### src/inc/pmc_pkg.sv
// Constants, types and register map of the power-mode and reset controller
package pmc_pkg;
  // Register byte offsets
  localparam logic [7:0] ADDR_MODE     = 8'h00;
  localparam logic [7:0] ADDR_PCLK_EN  = 8'h04;
  localparam logic [7:0] ADDR_PCLK_DIV = 8'h08;
  localparam logic [7:0] ADDR_PLL      = 8'h0c;
  localparam logic [7:0] ADDR_CLK_DIV  = 8'h10;
  localparam logic [7:0] ADDR_STATUS   = 8'h14;
  localparam logic [7:0] ADDR_MEMMAP   = 8'h18;
  localparam logic [7:0] ADDR_CLK_SRC  = 8'h1c;
  // Field positions
  localparam int PLL_EN_BIT     = 0;
  localparam int PLL_CON_BIT    = 1;
  localparam int USB_DIV_LSB    = 8;
  localparam int STAT_BOD_BIT   = 0;
  localparam int STAT_LOCK_BIT  = 1;
  localparam int STAT_RSRC_LSB  = 2;
  localparam int STAT_STATE_LSB = 8;
  // Reset values
  localparam logic [1:0] CLK_SRC_IRC  = 2'h0;
  localparam logic [7:0] DIV_RST      = 8'h00;
  localparam logic [15:0] WAKE_CLKS   = 16'h0800;
  // Bus answers
  localparam logic [1:0] RESP_OKAY   = 2'h0;
  localparam logic [1:0] RESP_SLVERR = 2'h2;

  // Low-power modes selected by software
  typedef enum logic [1:0] {
    MODE_IDLE  = 2'h0,
    MODE_SLEEP = 2'h1,
    MODE_PDOWN = 2'h2,
    MODE_DPD   = 2'h3
  } pmc_mode_t;

  // Controller states, one-hot
  typedef enum logic [6:0] {
    ST_RESET = 7'h01,
    ST_RUN   = 7'h02,
    ST_IDLE  = 7'h04,
    ST_SLEEP = 7'h08,
    ST_PDOWN = 7'h10,
    ST_DPD   = 7'h20,
    ST_WAKE  = 7'h40
  } pmc_state_t;

  // Clock and power gates handed to the chip
  typedef struct packed {
    logic cpu_clk;
    logic mem_clk;
    logic bus_clk;
    logic periph_clk;
    logic main_osc;
    logic irc_out;
    logic irc_power;
    logic rtc_osc;
    logic pll_power;
    logic flash_power;
    logic pin_hold;
    logic core_power;
  } pmc_gates_t;
endpackage

### src/hw/pmc_ctrl.sv
// Power-mode, clock gating and reset release controller with AXI4-Lite
// Function
// - Four software-selectable low-power modes
// - Idle gates core, memory, bus clocks
// - Idle keeps peripherals; interrupt resumes execution
// - Sleep stops oscillator, all clocks, holds pins
// - Sleep gates RC output, keeps it powered
// - RTC oscillator runs through Sleep
// - Sleep entry turns PLL off, disconnected
// - Sleep entry zeroes CPU and USB dividers
// - Sleep ends on reset or clockless interrupt
// - Flash stays powered during Sleep
// - Per-peripheral clock gate and divider
// - Battery domain keeps RTC and RAM alive
// - RTC alarm output while main unpowered
// - Chip reset merges pin, watchdog, POR, brownout
// - Reset held until pin, osc, count, flash
// - Release restores defaults, boot vectors at zero
// - Brownout stage one interrupt and status bit
// - Brownout stage two holds reset while asserted
// - Vector area mapped to boot ROM or SRAM
// - Power-down wake and power-up run from RC oscillator
// - Power-down wake passes the wake-up timer
// - PLL off after reset; connect only locked
module pmc_ctrl
  import pmc_pkg::*;
#(
  parameter int         NPER      = 16,
  parameter logic [15:0] WAKE_CNT = WAKE_CLKS
) (
  // Clock and reset
  input  wire logic              sys_clk,
  input  wire logic              rst,
  // AXI4-Lite write channels
  input  wire logic [7:0]        s_axi_awaddr,
  input  wire logic              s_axi_awvalid,
  output logic                   s_axi_awready,
  input  wire logic [31:0]       s_axi_wdata,
  input  wire logic [3:0]        s_axi_wstrb,
  input  wire logic              s_axi_wvalid,
  output logic                   s_axi_wready,
  output logic [1:0]             s_axi_bresp,
  output logic                   s_axi_bvalid,
  input  wire logic              s_axi_bready,
  // AXI4-Lite read channels
  input  wire logic [7:0]        s_axi_araddr,
  input  wire logic              s_axi_arvalid,
  output logic                   s_axi_arready,
  output logic [31:0]            s_axi_rdata,
  output logic [1:0]             s_axi_rresp,
  output logic                   s_axi_rvalid,
  input  wire logic              s_axi_rready,
  // Processor and interrupt side
  input  wire logic              cpu_sleep_req,
  input  wire logic              irq_pending,
  input  wire logic              clockless_irq,
  input  wire logic              rtc_irq,
  // Reset sources and supervisors
  input  wire logic              reset_pin_n,
  input  wire logic              wdt_reset,
  input  wire logic              por_reset,
  input  wire logic              bod_stage1,
  input  wire logic              bod_stage2,
  // Clock sources and flash
  input  wire logic              main_osc_ok,
  input  wire logic              pll_lock,
  input  wire logic              flash_init_done,
  input  wire logic              rtc_alarm,
  // Clock, power and reset outputs
  output pmc_gates_t             gates,
  output logic [NPER-1:0]        periph_clk_en,
  output logic [2*NPER-1:0]      periph_clk_div,
  output logic [7:0]             cpu_clk_div,
  output logic [7:0]             usb_clk_div,
  output logic                   pll_power,
  output logic                   pll_connect,
  output logic [1:0]             clk_src_sel,
  output logic                   chip_reset,
  output logic                   brownout_irq,
  output logic                   vec_in_sram,
  output logic                   rtc_alarm_out
);

  // Byte-lane merge of a write into a stored word
  function automatic logic [31:0] merge(input logic [31:0] old,
                                        input logic [31:0] wd,
                                        input logic [3:0]  be);
    logic [31:0] r;
    r = old;
    for (int i = 0; i < 4; i++) begin
      if (be[i]) r[8*i +: 8] = wd[8*i +: 8];
    end
    return r;
  endfunction

  pmc_state_t        state;       // Controller state
  pmc_state_t        next_state;  // Next controller state
  logic [15:0]       wake_cnt;    // Wake-up timer
  logic [1:0]        mode_sel;    // Software mode choice
  logic [31:0]       pclk_en;     // Peripheral clock enables
  logic [31:0]       pclk_div;    // Peripheral dividers, 2 bits each
  logic [1:0]        pll_ctl;     // PLL enable and connect
  logic [15:0]       clk_div;     // CPU and USB dividers
  logic              memmap;      // Vector area in SRAM
  logic [1:0]        clk_src;     // Clock source select
  logic [3:0]        rst_cause;   // Sticky reset causes
  logic              aw_held;     // Write address captured
  logic              w_held;      // Write data captured
  logic [7:0]        aw_addr;     // Captured write address
  logic [31:0]       w_data;      // Captured write data
  logic [3:0]        w_strb;      // Captured byte enables

  // Reset source merge [pin, wdt, por, bod]
  wire [3:0] rst_src   = {bod_stage2, por_reset, wdt_reset,
                          ~reset_pin_n};
  wire       any_rst   = |rst_src;
  wire       in_reset  = (state == ST_RESET);
  wire       wake_done = (wake_cnt >= WAKE_CNT);
  wire       do_write  = aw_held & w_held & ~s_axi_bvalid;
  wire       rd_take   = s_axi_arvalid & s_axi_arready;
  wire       aw_take   = s_axi_awvalid & s_axi_awready;
  wire       w_take    = s_axi_wvalid & s_axi_wready;
  wire       b_stay    = s_axi_bvalid & ~s_axi_bready;  // Answer still up
  wire       entering_sleep = (state == ST_RUN) & cpu_sleep_req &
                              (mode_sel == MODE_SLEEP);
  wire       pll_ok    = pll_ctl[PLL_EN_BIT] & pll_ctl[PLL_CON_BIT]
                         & pll_lock;
  wire [31:0] status_word = {16'h0000, 1'b0, state,
                              2'b00, rst_cause,
                              pll_lock, bod_stage1};

  // Write decode
  wire wr_mode   = do_write & (aw_addr == ADDR_MODE);
  wire wr_pen    = do_write & (aw_addr == ADDR_PCLK_EN);
  wire wr_pdiv   = do_write & (aw_addr == ADDR_PCLK_DIV);
  wire wr_pll    = do_write & (aw_addr == ADDR_PLL);
  wire wr_div    = do_write & (aw_addr == ADDR_CLK_DIV);
  wire wr_stat   = do_write & (aw_addr == ADDR_STATUS);
  wire wr_map    = do_write & (aw_addr == ADDR_MEMMAP);
  wire wr_src    = do_write & (aw_addr == ADDR_CLK_SRC);
  wire wr_hit    = wr_mode | wr_pen | wr_pdiv | wr_pll | wr_div |
                   wr_stat | wr_map | wr_src;
  wire [31:0] wm = merge(32'h0, w_data, w_strb);

  // Read decode; unmapped addresses answer SLVERR with zero data
  wire [7:0] ra = s_axi_araddr;
  wire rd_hit = (ra == ADDR_MODE) | (ra == ADDR_PCLK_EN) |
                (ra == ADDR_PCLK_DIV) | (ra == ADDR_PLL) |
                (ra == ADDR_CLK_DIV) | (ra == ADDR_STATUS) |
                (ra == ADDR_MEMMAP) | (ra == ADDR_CLK_SRC);
  wire [31:0] rd_word =
    (ra == ADDR_MODE)     ? {30'h0, mode_sel} :
    (ra == ADDR_PCLK_EN)  ? pclk_en :
    (ra == ADDR_PCLK_DIV) ? pclk_div :
    (ra == ADDR_PLL)      ? {30'h0, pll_ctl} :
    (ra == ADDR_CLK_DIV)  ? {16'h0, clk_div} :
    (ra == ADDR_STATUS)   ? status_word :
    (ra == ADDR_MEMMAP)   ? {31'h0, memmap} :
    (ra == ADDR_CLK_SRC)  ? {30'h0, clk_src} : 32'h0;

  // Mode transitions; any reset source wins from every state
  always_comb begin
    next_state = state;
    case (state)
      ST_RESET: begin
        if (!any_rst && main_osc_ok && wake_done && flash_init_done)
          next_state = ST_RUN;
      end
      ST_RUN: begin
        if (cpu_sleep_req) begin
          case (mode_sel)
            MODE_IDLE:  next_state = ST_IDLE;
            MODE_SLEEP: next_state = ST_SLEEP;
            MODE_PDOWN: next_state = ST_PDOWN;
            default:    next_state = ST_DPD;
          endcase
        end
      end
      ST_IDLE: begin
        if (irq_pending) next_state = ST_RUN;
      end
      ST_SLEEP: begin
        // Only interrupts that work without clocks can end Sleep
        if (clockless_irq || rtc_irq) next_state = ST_RUN;
      end
      ST_PDOWN, ST_DPD: begin
        if (clockless_irq || rtc_irq) next_state = ST_WAKE;
      end
      ST_WAKE: begin
        if (main_osc_ok && wake_done) next_state = ST_RUN;
      end
      default: next_state = ST_RESET;
    endcase
    if (any_rst) next_state = ST_RESET;
  end

  // State register and wake-up timer
  always_ff @(posedge sys_clk or posedge rst) begin
    if (rst) begin
      state    <= ST_RESET;
      wake_cnt <= 16'h0000;
    end else begin
      state <= next_state;
      // Counter restarts on every reset source and power-down exit
      if (any_rst || (state != ST_RESET && state != ST_WAKE))
        wake_cnt <= 16'h0000;
      else if (!wake_done)
        wake_cnt <= wake_cnt + 16'h0001;
    end
  end

  // Software registers; internal reset restores defaults
  always_ff @(posedge sys_clk or posedge rst) begin
    if (rst) begin
      mode_sel <= MODE_IDLE;
      pclk_en  <= 32'hffffffff;
      pclk_div <= 32'h00000000;
      pll_ctl  <= 2'h0;
      clk_div  <= 16'h0000;
      memmap   <= 1'b0;
      clk_src  <= CLK_SRC_IRC;
    end else if (in_reset) begin
      mode_sel <= MODE_IDLE;
      pclk_en  <= 32'hffffffff;
      pclk_div <= 32'h00000000;
      pll_ctl  <= 2'h0;
      clk_div  <= 16'h0000;
      memmap   <= 1'b0;
      clk_src  <= CLK_SRC_IRC;
    end else begin
      if (wr_mode) mode_sel <= wm[1:0];
      if (wr_pen)  pclk_en  <= merge(pclk_en, w_data, w_strb);
      if (wr_pdiv) pclk_div <= merge(pclk_div, w_data, w_strb);
      if (wr_map)  memmap   <= wm[0];
      if (wr_src)  clk_src  <= wm[1:0];
      // Sleep entry overrides software: PLL off, dividers zero
      if (entering_sleep) begin
        pll_ctl <= 2'h0;
        clk_div <= {DIV_RST, DIV_RST};
      end else begin
        if (wr_pll) pll_ctl <= wm[1:0];
        if (wr_div) clk_div <= wm[15:0];
      end
      // Power-down also loses the PLL and the oscillator choice
      if (next_state == ST_WAKE) begin
        pll_ctl <= 2'h0;
        clk_src <= CLK_SRC_IRC;
      end
    end
  end

  // Sticky reset causes; a new cause beats a clearing write
  always_ff @(posedge sys_clk or posedge rst) begin
    if (rst)
      rst_cause <= 4'h0;
    else
      rst_cause <= (rst_cause & ~(wr_stat ? wm[5:2] : 4'h0)) | rst_src;
  end

  // AXI4-Lite slave: address and data taken in either order
  always_ff @(posedge sys_clk or posedge rst) begin
    if (rst) begin
      aw_held       <= 1'b0;
      w_held        <= 1'b0;
      aw_addr       <= 8'h00;
      w_data        <= 32'h0;
      w_strb        <= 4'h0;
      s_axi_bvalid  <= 1'b0;
      s_axi_bresp   <= RESP_OKAY;
      s_axi_rvalid  <= 1'b0;
      s_axi_rdata   <= 32'h0;
      s_axi_rresp   <= RESP_OKAY;
      s_axi_awready <= 1'b0;
      s_axi_wready  <= 1'b0;
      s_axi_arready <= 1'b0;
    end else begin
      if (s_axi_awvalid && s_axi_awready) begin
        aw_held <= 1'b1;
        aw_addr <= {s_axi_awaddr[7:2], 2'b00};
      end
      if (s_axi_wvalid && s_axi_wready) begin
        w_held <= 1'b1;
        w_data <= s_axi_wdata;
        w_strb <= s_axi_wstrb;
      end
      // Response once both halves are in
      if (do_write) begin
        aw_held      <= 1'b0;
        w_held       <= 1'b0;
        s_axi_bvalid <= 1'b1;
        s_axi_bresp  <= wr_hit ? RESP_OKAY : RESP_SLVERR;
      end else if (s_axi_bready) begin
        s_axi_bvalid <= 1'b0;
      end
      if (rd_take) begin
        s_axi_rvalid <= 1'b1;
        s_axi_rdata  <= rd_word;
        s_axi_rresp  <= rd_hit ? RESP_OKAY : RESP_SLVERR;
      end else if (s_axi_rready) begin
        s_axi_rvalid <= 1'b0;
      end
      // Readies computed from next held/answer flags so they leave flops;
      // one write and one read under way at a time
      s_axi_awready <= ~(do_write | aw_held | aw_take | b_stay);
      s_axi_wready  <= ~(do_write | w_held | w_take | b_stay);
      s_axi_arready <= ~(rd_take | (s_axi_rvalid & ~s_axi_rready));
    end
  end

  // Registered clock, power and reset outputs; gates, peripheral enables, pll_connect and chip_reset from the next state
  always_ff @(posedge sys_clk or posedge rst) begin
    if (rst) begin
      gates          <= '0;
      periph_clk_en  <= '0;
      periph_clk_div <= '0;
      cpu_clk_div    <= DIV_RST;
      usb_clk_div    <= DIV_RST;
      pll_power      <= 1'b0;
      pll_connect    <= 1'b0;
      clk_src_sel    <= CLK_SRC_IRC;
      chip_reset     <= 1'b1;
      brownout_irq   <= 1'b0;
      vec_in_sram    <= 1'b0;
      rtc_alarm_out  <= 1'b0;
    end else begin
      // Core, memory and bus clocks only while running
      gates.cpu_clk    <= (next_state == ST_RUN);
      gates.mem_clk    <= (next_state == ST_RUN);
      gates.bus_clk    <= (next_state == ST_RUN);
      gates.periph_clk <= (next_state == ST_RUN) ||
                          (next_state == ST_IDLE);
      gates.main_osc   <= (next_state == ST_RUN) ||
                          (next_state == ST_IDLE) ||
                          (next_state == ST_RESET) ||
                          (next_state == ST_WAKE);
      gates.irc_out    <= ~(next_state inside
                            {ST_SLEEP, ST_PDOWN, ST_DPD});
      // RC stays powered in Sleep for a fast restart
      gates.irc_power  <= ~(next_state inside
                            {ST_PDOWN, ST_DPD});
      gates.rtc_osc    <= 1'b1;
      gates.pll_power  <= pll_ctl[PLL_EN_BIT] &
                          (next_state == ST_RUN);
      gates.flash_power <= (next_state != ST_DPD);
      gates.pin_hold   <= (next_state == ST_SLEEP);
      // Main domain off in deep power-down; battery domain untouched
      gates.core_power <= (next_state != ST_DPD);
      periph_clk_en    <= pclk_en[NPER-1:0] &
                          {NPER{(next_state == ST_RUN) ||
                                (next_state == ST_IDLE)}};
      periph_clk_div   <= pclk_div[2*NPER-1:0];
      cpu_clk_div      <= clk_div[7:0];
      usb_clk_div      <= clk_div[USB_DIV_LSB +: 8];
      pll_power        <= pll_ctl[PLL_EN_BIT] & ~in_reset;
      pll_connect      <= pll_ok & (next_state == ST_RUN);
      clk_src_sel      <= clk_src;
      chip_reset       <= (next_state == ST_RESET);
      brownout_irq     <= bod_stage1;
      vec_in_sram      <= memmap;
      rtc_alarm_out    <= rtc_alarm;
    end
  end

endmodule

### config.mk
export PLATFORM = sky130hd
export DESIGN_NAME = pmc_ctrl
export DESIGN_NICKNAME = d
export VERILOG_FILES = /design/src/inc/pmc_pkg.sv /design/src/hw/pmc_ctrl.sv
export SDC_FILE = /design/constraint.sdc
export NUM_CORES = 1
export LEC_CHECK = 0
export ABC_CLOCK_PERIOD_IN_PS = 9500
export BUFFER_PORTS_ARGS = -buffer_cell sky130_fd_sc_hd__buf_2
export CAP_MARGIN = 20
export CORE_MARGIN = 2
export CORE_UTILIZATION = 40
export CTS_CLUSTER_DIAMETER = 30
export CTS_CLUSTER_SIZE = 28
export DETAILED_ROUTE_END_ITERATION = 10
export GPL_TIMING_DRIVEN = 0
export MAX_ROUTING_LAYER = met4
export PLACE_DENSITY = 0.68
export SYNTH_ARGS = -nofsm -noshare
export SYNTH_HDL_FRONTEND = slang
export SYNTH_SLANG_ARGS = --single-unit
### constraint.sdc
create_clock -name sys_clk -period 9.5 [get_ports sys_clk]
set_clock_uncertainty 0.2 [all_clocks]
set_input_delay 0 -clock sys_clk [delete_from_list [all_inputs] [get_ports sys_clk]]
set_output_delay 0 -clock sys_clk [all_outputs]
set_load 0.05 [all_outputs]
# Word-level counts from Yosys, hierarchy flattened
# Index checks and enable logic that the tools add are counted.
dict set report word_totals {
  register_bits 280
  in_bits 72
  output_inout_bits 125
  elab_cells 239
}
dict set report op_classes {
  add_sub_neg 1
  n_lt_le_gt_ge 1
  eq_ne 34
  muxes 54
  bitwise_logic 57
  reduce_logical 43
}
# op count
set ops {}
lappend ops {{$mux W32} 7}
lappend ops {{$mux W16} 7}
lappend ops {{$mux W7} 7}
lappend ops {{$mux W8} 6}
lappend ops {{$pmux W7 S6} 1}
lappend ops {{$eq A8 B5 Y1 const B} 4}
lappend ops {{$mux W2} 13}
lappend ops {{$reduce_bool A2 Y1} 13}
lappend ops {{$eq A6 B3 Y1 const B} 4}
lappend ops {{$and A1 B1 Y1} 22}
lappend ops {{$or A1 B1 Y1} 21}
lappend ops {{$pmux W6 S3} 1}
lappend ops {{$add A16 B1 Y16 const B} 1}
lappend ops {{$and A16 B16 Y16} 1}
lappend ops {{$eq A8 B4 Y1 const B} 2}
lappend ops {{$ge A16 B12 Y1 const B} 1}
lappend ops {{$logic_not A8 Y1} 2}
lappend ops {{$reduce_and A2 Y1} 8}
lappend ops {{$mux W15} 1}
lappend ops {{$eq A7 B1 Y1 const B} 2}
lappend ops {{$eq A7 B2 Y1 const B} 2}
lappend ops {{$eq A7 B3 Y1 const B} 2}
lappend ops {{$eq A7 B4 Y1 const B} 2}
lappend ops {{$eq A7 B5 Y1 const B} 2}
lappend ops {{other kinds (25)} 58}

# Longest topological paths before layout
# Gate-level depths: netlist of the first run.
dict set report logic_depth {
  word_depth 13
  depth_mapped 8
}

# Worst setup path after synthesis of the first run
# No wires, ideal clock.
dict set report synth_path {
  path_type {register to register}
  startpoint {register wake_cnt[12]}
  endpoint {register gates[6] (netlist bit)}
  arrival_ns 1.922
  required_time_ns 9.155
  path_slack_ns 7.233
  stages_incl_launch_ff 7
  n_path_buf 1
  synth_period_minus_slack_ns 2.267
  cell_sequence {dfrtp_1 > or4_4 > o2111ai_2 > o22ai_2 > nor4_4 > buf_6 > nand4b_1}
}
dict set report synth_via {
  elab_chain_cells 9
  elab_cells_between_ends 13
  classes_between {order compare: 1; eq/ne: 3; mux: 4; bitwise: 1; reduce/logical: 4}
}
# element line_no
set synth_lines {}
lappend synth_lines {{start, declared} pmc_ctrl.sv:98} ;# logic [15:0] wake_cnt;
lappend synth_lines {{start signal, assigned} pmc_ctrl.sv:208} ;# wake_cnt <= wake_cnt + 16'h0001;
lappend synth_lines {{$ge A16 B12 Y1 (*)} pmc_ctrl.sv:118} ;# wire wake_done = (wake_cnt >= WAKE_CNT);
lappend synth_lines {{$logic_and A1 B1 Y1 (2 in a row)} pmc_ctrl.sv:166} ;# if (!any_rst && main_osc_ok && wake_done && flash_init_done)
lappend synth_lines {{$mux W7} pmc_ctrl.sv:166}
lappend synth_lines {{$pmux W7 S6 (*)} pmc_ctrl.sv:164} ;# case (state)
lappend synth_lines {{$mux W7 (*)} pmc_ctrl.sv:194} ;# if (any_rst) next_state = ST_RESET;
lappend synth_lines {{$eq A7 B4 Y1 (tied with other cells)} pmc_ctrl.sv:336} ;# gates.irc_out <= ~(next_state inside
lappend synth_lines {{$reduce_bool A3 Y1 (*)} pmc_ctrl.sv:336}
lappend synth_lines {{$not A1 Y1 (*)} pmc_ctrl.sv:336}
lappend synth_lines {{end, declared} pmc_ctrl.sv:70} ;# output pmc_gates_t gates,
# Every way passes the cells marked *; elsewhere a longest branch is shown, timed or not.
# A chain may end at the register's enable or synchronous reset.

# Worst setup path after layout of the first run
dict set report layout_path {
  startpoint {register wake_cnt[12]}
  endpoint {register gates[7] (netlist bit)}
}
dict set report layout_via {
  elab_chain_cells 10
  elab_cells_between_ends 15
  classes_between {order compare: 1; eq/ne: 4; mux: 4; reduce/logical: 6}
}
# element line_no
set layout_lines {}
lappend layout_lines {{$ge A16 B12 Y1 (*)} pmc_ctrl.sv:118}
lappend layout_lines {{$logic_and A1 B1 Y1 (2 in a row)} pmc_ctrl.sv:166}
lappend layout_lines {{$mux W7} pmc_ctrl.sv:166}
lappend layout_lines {{$pmux W7 S6 (*)} pmc_ctrl.sv:164}
lappend layout_lines {{$mux W7 (*)} pmc_ctrl.sv:194}
lappend layout_lines {{$eq A7 B2 Y1 or $eq A7 B3 Y1 (tied branches)} {pmc_ctrl.sv:332, pmc_ctrl.sv:333}}
lappend layout_lines {{$logic_or A1 B1 Y1} pmc_ctrl.sv:332} ;# gates.main_osc <= (next_state == ST_RUN) ||
lappend layout_lines {{$logic_or A1 B1 Y1} pmc_ctrl.sv:333} ;# (next_state == ST_IDLE) ||
lappend layout_lines {{$logic_or A1 B1 Y1 (*)} pmc_ctrl.sv:334} ;# (next_state == ST_RESET) ||
# Marks and branches as above.

==> results of run 1 <==
layer usage:
metal | global-route usage (%) | vias up
met5 | - | -
met4 | 9.03 | 0
met3 | 4.40 | 88
met2 | 37.0 | 403
met1 | 29.9 | 4444
li1 | - | 4060
logic make-up (layout without fill, tap and decap cells):
logic type | count (synthesis) | count (layout) | synth area share [%]
buffers and inverters | 96 | 478 | 3.77
muxes | 60 | 60 | 5.91
other | 2 | 3 | 0.0678
xor gates and xnor gates | 12 | 12 | 0.949
AOI/OAI and AO/OA | 192 | 192 | 11.0
adders and majority gates | 2 | 2 | 0.226
DFF | 278 | 278 | 63.2
and+or+nand+nor | 318 | 318 | 14.9
state kept, by name, summed over array words and instances (netlist names), 2 cells and up:
name and cells:
pclk_div 32, pclk_en 32, periph_clk_div 32, s_axi_rdata 32, w_data 32, clk_div 16, periph_clk_en 16, wake_cnt 16
gates 9, cpu_clk_div 8, usb_clk_div 8, state 7, aw_addr 6, rst_cause 4, w_strb 4, clk_src 2
clk_src_sel 2, mode_sel 2, pll_ctl 2
synthesized netlist by cell type, drive strengths merged, types with 4 or more instances:
library cell  instances
and2                  5
mux2                 43
dfrtp               244
a22o                  4
mux2i                17
a222oi               11
nor2                 73
nor3b                18
o22a                  8
a21oi                32
nor3                 15
buf                  27
and3                 10
nand3                49
inv                  39
nor2b                 5
nor4                  9
nand2b                5
clkbuf               30
xor2                  9
nand4                 5
a21o                  5
dfstp                34
o21ai                82
nand2               100
a31oi                12
o211ai                4
a22oi                17
layout make-up:
class / count / area share [%]
timing repair buffer: 282 / 12.4
buffer: 57 / 1.77
tap: 372 / 3.03
sequential: 278 / 45.6
clock inverter: 43 / 3.54
clock buffer: 57 / 8.87
inverter: 39 / 1.00
multi-input combinational: 587 / 23.9
timing repair:
action | 4_1_cts | 5_1_grt
endpoints found under the hold margin | 356 | 0
hold buffers | 88 | 0
buffers inserted | 0 | 0
cells in the final DEF, fill, tap and decap left out, types with 14 or more instances in the layout:
| master | instances |
|---|---|
| a21oi_1 | 32 |
| a22oi_1 | 17 |
| buf_2 | 210 |
| clkbuf_1 | 31 |
| clkbuf_16 | 53 |
| dfrtp_1 | 244 |
| dfstp_2 | 34 |
| dlygate4sd3_1 | 88 |
| inv_1 | 38 |
| mux2_2 | 43 |
| mux2i_1 | 17 |
| nand2_1 | 100 |
| nand3_1 | 49 |
| nor2_1 | 73 |
| nor3_1 | 14 |
| nor3b_1 | 18 |
| o21ai_0 | 79 |
worst paths after layout:
check | slack (ps) | end | cells after the start | from
hold reg to reg | 200 | cpu_clk_div[6] | 0 | clk_div[6]
hold / removal | 7 | w_data[30] | 3 | s_axi_wdata[30]
setup reg to reg | 6170 | gates[7] | 7 | wake_cnt[12]
setup / recovery | 6170 | gates[7] | 7 | wake_cnt[12]
max in group asynchronous | 7670 | clk_div[2] | 5 | rst
min in group asynchronous | 460 | periph_clk_div[21] | 4 | rst
power groups by stage:
stage,Clock [mW],Sequential [mW],Combinational [mW]
after global routing,2.04,1.43,0.453
final,1.96,1.42,0.417
after detailed placement,0,1.43,0.384
after global placement,0,1.43,0.372
after floorplan,0,1.47,0.213
after CTS,1.98,1.41,0.419
worst max-delay path, stage by stage, from the launching register on:
cell and delay [ps]:
dfrtp_1 380, or4_4 580, o2111ai_2 180, dlygate4sd3_1 640
o22ai_2 120, nor4_4 730, buf_6 240, nand4b_1 110
per-stage QoR:
stage / hold WS, ps / power [mW] / cells / area, um^2 / TNS, ps
CTS: 0.120 / 3.81 / 1715 / 15400 / 0
floorplan: -169 / 1.68 / 961 / 11100 / 0
global placement: -92.3 / 1.80 / 1524 / 12500 / -324360
finish: 7.14 / 3.79 / 1715 / 15400 / 0
detailed placement: -107 / 1.82 / 1527 / 12600 / 0
global route: 15.6 / 3.93 / 1715 / 15400 / 0
==> metrics.cfg, run 1 <==
[sta]
rsz0062_at_grt = no
max_freq_mhz = 300
setup_viol = 0
finalHoldViolCount = 0
relSlewSlack_pct = 35.2
slew_viol_final = 0
timing.final.ws_setup_ps = 6170
worst_pin_slew_ps = 972
period_minus_slack_ps = 3330
timing.final.crit_share_pct = 35.1

[pwr]
p_per_area_nw_per_um2 = 247
netSwitchingPower_mw = 1.07
leakage_nw = 7.04
ir_drop_v = 0.000155
p_int_mw = 2.73
pwr-share-comb_pct = 11.0
power.share.clock_pct = 51.7
p_seq_share_pct = 37.3
switching_share_pct = 28.1

[logic_synthesis]
synth.largest_area_cell = dfrtp_1
syn_inst = 960
synth-main-ff-cell = dfrtp_1
ys_seq_elements = 278
synth_edf_count = 0
synthTopCellsByArea = dfrtp_1 55%, dfstp_2 8.1%, mux2_2 4.4%
async_flop_share_pct = 100
seq_area_frac_synth_pct = 63.2
yosys_warnings = 0
syn_area_per_cell_um2 = 11.5
synth_cell_types = 67
synth_top_area_share_pct = 55.1
syn-cell-area_um2 = 11100

[placement]
portBuffers = 191
dp_slack_ps = 6640
gp_congestion = 0.877
hpwl_um = 21600

[clock_network]
cts_tree = done
htreeDepth = 2
cts-root-buf = clkbuf_16
cts_resized = 0
clk_pin_slew_ps = 50
cts_sinks = 278
cts_buffer_depth = 3
cts_made_buffers = 53
insertion_delay_ps = 570

[grt]
antenna_found_initial = 0
grt_overflow_total = 0
grt_pass1_vias = 9035
grt_max_degree = 127
grt.total_usage_pct = 23.4
grt_pass1_wl_um = 50500

[drt]
dr_wl_met3_um = 2440
wl_met2_um = 15700
firstDrtPassIters = 5
drt_iter0_markers = 730
top_layer_used = met4
antenna_left = 0
wirelength_um = 32700
via_count = 8995
remaining_drc_errors = 0
m1WireLength_um = 13500
wl_per_cell_um = 19.1
drt-vias-per-instance = 5.24

[setup_path]
cp_max_fo = 10
worstSetupPathType = flop to flop
endpoint_kind = flop
cp.required_ps = 9690
startpoint_type = flop
crit_arrival_ps = 3520

[final_layout]
final_util_pct = 56.7
drive_gt1_share_pct = 31.2
diodes = 0
seqCellArea_um2 = 7000
finalNetCount = 1372
syn2layout_area_growth_pct = 38.6
multiInputGateArea_um2 = 3660
filler_cell_count = 2266

[floorplan]
dieArea_um2 = 29000
die_w_um = 170
dieHeight_um = 170
coreArea_um2 = 27100
initial_core_util_pct = 40.9
num_rows = 60
ioPinCount = 197

[outcome]
outcome = complete, no violations

[min_path]
min_path_type = input port to flop

[flow_run]
drv_cap = 0

Note: power is estimated with default switching activity, not from simulation.
==> inputs of run 2 (changes only) <==
ABC_CLOCK_PERIOD_IN_PS = 3300   (was 9500)
clock period = 3.3 ns   (was 9.5 ns; I/O delays follow)
==> metrics.cfg, run 2 (same netlist as run 1, synthesis figures left out) <==
[placement]
gp_congestion = 0.862  ; was 0.877
dp_slack_ps = 394  ; was 6640 ps
hpwl_um = 21900  ; was 21,600 um
portBuffers = 191  ; unchanged

[grt]
antenna_found_initial = 0  ; unchanged
grt_overflow_total = 0  ; unchanged
grt_max_degree = 43  ; was 127
grt_pass1_vias = 8960  ; was 9,035
grt.total_usage_pct = 23.1  ; was 23.4%
grt_pass1_wl_um = 49900  ; was 50,500 um

[drt]
dr_wl_met3_um = 2050  ; was 2440 um
wl_met2_um = 15300  ; was 15,700 um
wirelength_um = 32100  ; was 32,700 um
drt-vias-per-instance = 5.12  ; was 5.24
antenna_left = 0  ; unchanged
m1WireLength_um = 13700  ; was 13,500 um
top_layer_used = met4  ; unchanged
firstDrtPassIters = 5  ; unchanged
via_count = 8798  ; was 8,995
drt_iter0_markers = 758  ; was 730
wl_per_cell_um = 18.7  ; was 19.1 um
remaining_drc_errors = 0  ; unchanged

[clock_network]
cts-root-buf = clkbuf_16  ; unchanged
post_cts_buffers = 0  ; unchanged
holdBufCountCts = 85  ; was 88
clk_pin_slew_ps = 60  ; was 50 ps
cts_made_buffers = 54  ; was 53
cts_resized = 0  ; unchanged
cts_buffer_depth = 3  ; unchanged
cts_tree = done  ; unchanged
htreeDepth = 2  ; unchanged
insertion_delay_ps = 560  ; was 570 ps
cts_sinks = 278  ; unchanged

[sta]
timing.final.crit_share_pct = 89.0
timing.final.ws_setup_ps = 362  ; was 6170 ps
worst_pin_slew_ps = 948  ; was 972 ps
slew_viol_final = 0  ; unchanged
rsz0062_at_grt = no  ; unchanged
relSlewSlack_pct = 36.8  ; was 35.2%
finalHoldViolCount = 0  ; unchanged
setup_viol = 0  ; unchanged
period_minus_slack_ps = 2940
max_freq_mhz = 340

[pwr]
p_int_mw = 7.89  ; was 2.73 mW
power.share.clock_pct = 51.3  ; was 51.7%
pwr-share-comb_pct = 11.1  ; was 11.0%
netSwitchingPower_mw = 2.97  ; was 1.07 mW
leakage_nw = 7.03  ; was 7.04 nW
switching_share_pct = 27.3  ; was 28.1%
p_per_area_nw_per_um2 = 706  ; was 247 nW/um^2
ir_drop_v = 0.000399  ; was 0.000155 V
p_seq_share_pct = 37.5  ; was 37.3%

[final_layout]
final_util_pct = 56.7  ; about the same
final_common_cell = dfrtp_1  ; unchanged
syn2layout_area_growth_pct = 38.8  ; was 38.6%
layout_common_cells = 244 x dfrtp_1, 210 x buf_2, 100 x nand2_1  ; unchanged
finalNetCount = 1375  ; was 1,372
drive_gt1_share_pct = 31.6  ; was 31.2%
diodes = 0  ; unchanged

[floorplan]
initial_core_util_pct = 40.9  ; unchanged
num_rows = 60  ; unchanged
ioPinCount = 197  ; unchanged
dieArea_um2 = 29000  ; unchanged
dieHeight_um = 170  ; unchanged
die_w_um = 170  ; unchanged
coreArea_um2 = 27100  ; unchanged

[setup_path]
cp_max_fo = 10  ; unchanged
worstSetupPathType = input port to flop  ; was flop to flop
cp.required_ps = 3580  ; was 9690 ps
endpoint_kind = flop  ; unchanged
startpoint_type = input port  ; was flop
crit_arrival_ps = 3220  ; was 3520 ps

[min_path]
min_path_type = input port to flop  ; unchanged

[outcome]
outcome = complete, no violations  ; unchanged

[flow_run]
drv_cap = 0  ; unchanged

run 2: path summary, 6_finish.rpt:
check	end	start	cells past startpoint	slack, ps
max in group asynchronous	s_axi_bresp[1]	rst	7	1150
min	w_data[20]	s_axi_wdata[20]	3	3
min reg2reg	periph_clk_div[23]	pclk_div[23]	0	200
max	s_axi_rdata[1]	s_axi_araddr[0]	9	360
max reg2reg	pclk_div[23]	s_axi_bvalid	7	440
min in group asynchronous	w_data[19]	rst	4	540
run 2: metal layers:
layer / GRT usage (%) / vias to the layer above
met5: - / -
met4: 9.96 / 0
li1: - / 4074
met3: 3.35 / 77
met2: 36.4 / 352
met1: 30.1 / 4295
run 2: worst max-delay path, stage by stage:
cell and delay [ps]:
dlygate4sd3_1 540, buf_2 120, or4_4 480, nor4b_2 570
buf_4 320, buf_2 310, a22oi_1 110, o211ai_1 190
dlygate4sd3_1 580
run 2: layout make-up:
cell class | instances | area, um^2
Clock buffer | 57 | 1360
Buffer | 57 | 272
Fill cell | 2251 | 11700
Inverter | 39 | 150
Tap cell | 372 | 465
Sequential cell | 278 | 7000
Clock inverter | 45 | 515
Timing Repair Buffer | 284 | 1950
Multi-Input combinational cell | 587 | 3660
run 2: through the flow:
stage	hold WS, ps	instance area [um^2]	total power, mW	TNS, ps	cells
after floorplan	-169	11100	4.85	-134590	961
after global placement	-92.4	12500	5.18	-549420	1524
after detailed placement	-90.3	12700	5.24	0	1532
after CTS	1.22	15400	10.9	0	1719
after global routing	17.5	15400	11.3	0	1719
final	3.12	15400	10.9	0	1719
run 2: power groups by stage:
| stage | clock [mW] | combinational, mW | sequential (mW) |
|---|---|---|---|
| after floorplan | 0 | 0.615 | 4.23 |
| after global placement | 0 | 1.07 | 4.11 |
| after detailed placement | 0 | 1.11 | 4.12 |
| after CTS | 5.63 | 1.22 | 4.07 |
| after global routing | 5.81 | 1.32 | 4.13 |
| final | 5.57 | 1.21 | 4.08 |
==> inputs of run 3 (changes only) <==
ABC_AREA = 1   (was not set)
==> metrics.cfg, run 3 <==
[outcome]
outcome = complete, no violations  ; unchanged

[pwr]
ir_drop_v = 0.000450  ; was 0.000399 V
leakage_nw = 8.34  ; was 7.03 nW
p_per_area_nw_per_um2 = 687  ; was 706 nW/um^2

[logic_synthesis]
seq_area_frac_synth_pct = 61.2  ; was 63.2%
synth_edf_count = 0  ; unchanged
yosys_warnings = 0  ; unchanged
synth-main-ff-cell = dfrtp_1  ; unchanged
syn-cell-area_um2 = 11400  ; was 11,100 um^2
ys_seq_elements = 278  ; unchanged
syn_inst = 1202  ; was 960
syn_area_per_cell_um2 = 9.52  ; was 11.5 um^2
synth.most_common_cell = nand2_1  ; was dfrtp_1
synth_cell_types = 48  ; was 67
async_flop_share_pct = 100  ; unchanged
synth.largest_area_cell = dfrtp_1  ; unchanged
synthTopCellsByArea = dfrtp_1 53%, nand2_1 10%, dfstp_2 7.8%  ; was dfrtp_1 55%, dfstp_2 8.1%, mux2_2 4.4%
synth_common_cells = 312 x nand2_1, 244 x dfrtp_1, 133 x inv_1  ; was 244 x dfrtp_1, 100 x nand2_1, 79 x o21ai_0
synth_top_area_share_pct = 53.4  ; was 55.1%

[clock_network]
cts-root-buf = clkbuf_16  ; unchanged
cts_buffer_depth = 3  ; unchanged
htreeDepth = 2  ; unchanged
cts_made_buffers = 54  ; unchanged
clk_pin_slew_ps = 50  ; was 60 ps
cts_tree = done  ; unchanged
cts_sinks = 278  ; unchanged
cts_resized = 0  ; unchanged
insertion_delay_ps = 570  ; was 560 ps

[grt]
antenna_found_initial = 0  ; unchanged
grt_max_degree = 43  ; unchanged
grt.total_usage_pct = 23.9  ; was 23.1%
grt_pass1_wl_um = 55000  ; was 49,900 um
grt_pass1_vias = 10200  ; was 8,960
grt_overflow_total = 0  ; unchanged

[setup_path]
cp_max_fo = 4  ; was 10
endpoint_kind = flop  ; unchanged
crit_arrival_ps = 3230  ; was 3220 ps
worstSetupPathType = input port to flop  ; unchanged
startpoint_type = input port  ; unchanged
cp.required_ps = 3570  ; was 3580 ps
r2r_slack_ps = 790  ; was 440 ps

[flow_run]
drv_cap = 0  ; unchanged

[drt]
wl_per_cell_um = 17.2  ; was 18.7 um
antenna_left = 0  ; unchanged
wl_met2_um = 16800  ; was 15,300 um
wirelength_um = 34600  ; was 32,100 um
via_count = 10000  ; was 8,798
remaining_drc_errors = 0  ; unchanged
top_layer_used = met4  ; unchanged
m1WireLength_um = 14600  ; was 13,700 um
dr_wl_met3_um = 2280  ; was 2050 um
drt_iter0_markers = 776  ; was 758
drt-vias-per-instance = 4.97  ; was 5.12
firstDrtPassIters = 5  ; unchanged

[min_path]
min_path_type = input port to flop  ; unchanged

[floorplan]
initial_core_util_pct = 40.9  ; about the same
dieArea_um2 = 30000  ; was 29,000 um^2
die_w_um = 173  ; was 170 um
dieHeight_um = 173  ; was 170 um
num_rows = 61  ; was 60
ioPinCount = 197  ; unchanged
coreArea_um2 = 27900  ; was 27,100 um^2

[placement]
hpwl_um = 23300  ; was 21,900 um
gp_congestion = 0.863  ; was 0.862
placed_cell_area_um2 = 13000  ; was 12,700 um^2
dpl.cell_count = 1780  ; was 1,532
portBuffers = 192  ; was 191

[final_layout]
stdcell_count = 2016  ; was 1,719
layout_common_cells = 312 x nand2_1, 244 x dfrtp_1, 200 x buf_2  ; was 244 x dfrtp_1, 210 x buf_2, 100 x nand2_1
finalNetCount = 1666  ; was 1,375
syn2layout_area_growth_pct = 43.2  ; was 38.8%
final_area_um2 = 16400  ; was 15,400 um^2
diodes = 0  ; unchanged
final_common_cell = nand2_1  ; was dfrtp_1
drive_gt1_share_pct = 25.5  ; was 31.6%

[sta]
slew_viol_final = 0  ; unchanged
max_freq_mhz = 338  ; was 340 MHz
finalHoldViolCount = 0  ; unchanged
rsz0062_at_grt = no  ; unchanged
period_minus_slack_ps = 2960  ; was 2940 ps
setup_viol = 0  ; unchanged
relSlewSlack_pct = 54.8  ; was 36.8%
worst_pin_slew_ps = 678  ; was 948 ps
timing.final.crit_share_pct = 89.6  ; was 89.0%

[run 3: critical path, stage by stage]
cell	delay (ps)
dlygate4sd3_1	540
buf_2	130
nor2_1	70
dlygate4sd3_1	620
nand3_1	130
dlygate4sd3_1	580
nor2_1	290
dlygate4sd3_1	630
a21oi_1	70
a21oi_1	180
[run 3: logic make-up after synthesis]
family,share of synthesized area [%]
AOI/OAI and AO/OA,12.5
xor gates and xnor gates,0.0766
adders and majority gates,0.219
buffers and inverters,7.32
DFF,61.2
other,0.0657
and+or+nand+nor,18.7
[run 3: cell type report]
type | count | area, um^2
Fill cell | 2363 | 11600
Sequential cell | 278 | 7000
Multi-Input combinational cell | 733 | 3600
Timing Repair Buffer | 333 | 2440
Clock buffer | 68 | 1480
Inverter | 146 | 557
Clock inverter | 34 | 533
Tap cell | 378 | 473
Buffer | 46 | 284
[run 3: path summary, 6_finish.rpt]
path | end | cells after the start | start
worst min register to register | periph_clk_div[29] | 0 | pclk_div[29]
max in group asynchronous | pclk_en[20] | 6 | rst
worst max register to register | periph_clk_en[2] | 10 | wake_cnt[12]
min in group asynchronous | gates[5] | 4 | rst
worst min-delay path | s_axi_rdata[2] | 8 | s_axi_araddr[7]
worst max-delay path | s_axi_rdata[0] | 10 | s_axi_araddr[0]
[run 3: power by group]
part / total [mW] / switching [mW] / internal, mW
sequential: 3.97 / 0.248 / 3.72
combinational: 1.34 / 0.841 / 0.499
clock: 5.94 / 1.87 / 4.07
[run 3: stage by stage]
stage                     TNS [ps]  worst slack (ps)  util [%]  power, mW  hold WS (ps)
final                            0               344      58.6       11.2          9.80
after global routing             0               163      58.6       11.6          22.3
after CTS                        0               386      58.6       11.3         0.557
after detailed placement         0              1210      46.6       5.03          -143
after global placement     -550750             -2190      46.1       4.98         -87.1
after floorplan            -134590              -552         -       4.65          -169
[run 3: what timing repair did]
action	4_1_cts	5_1_grt
hold endpoints to repair	371	0
hold buffers	134	0
setup buffers	0	0
[run 3: routing by layer]
layer / global-route usage [%] / vias to the layer above
met4: 8.16 / 0
met3: 4.27 / 74
li1: - / 4674
met2: 38.3 / 409
met5: - / -
met1: 30.9 / 4857
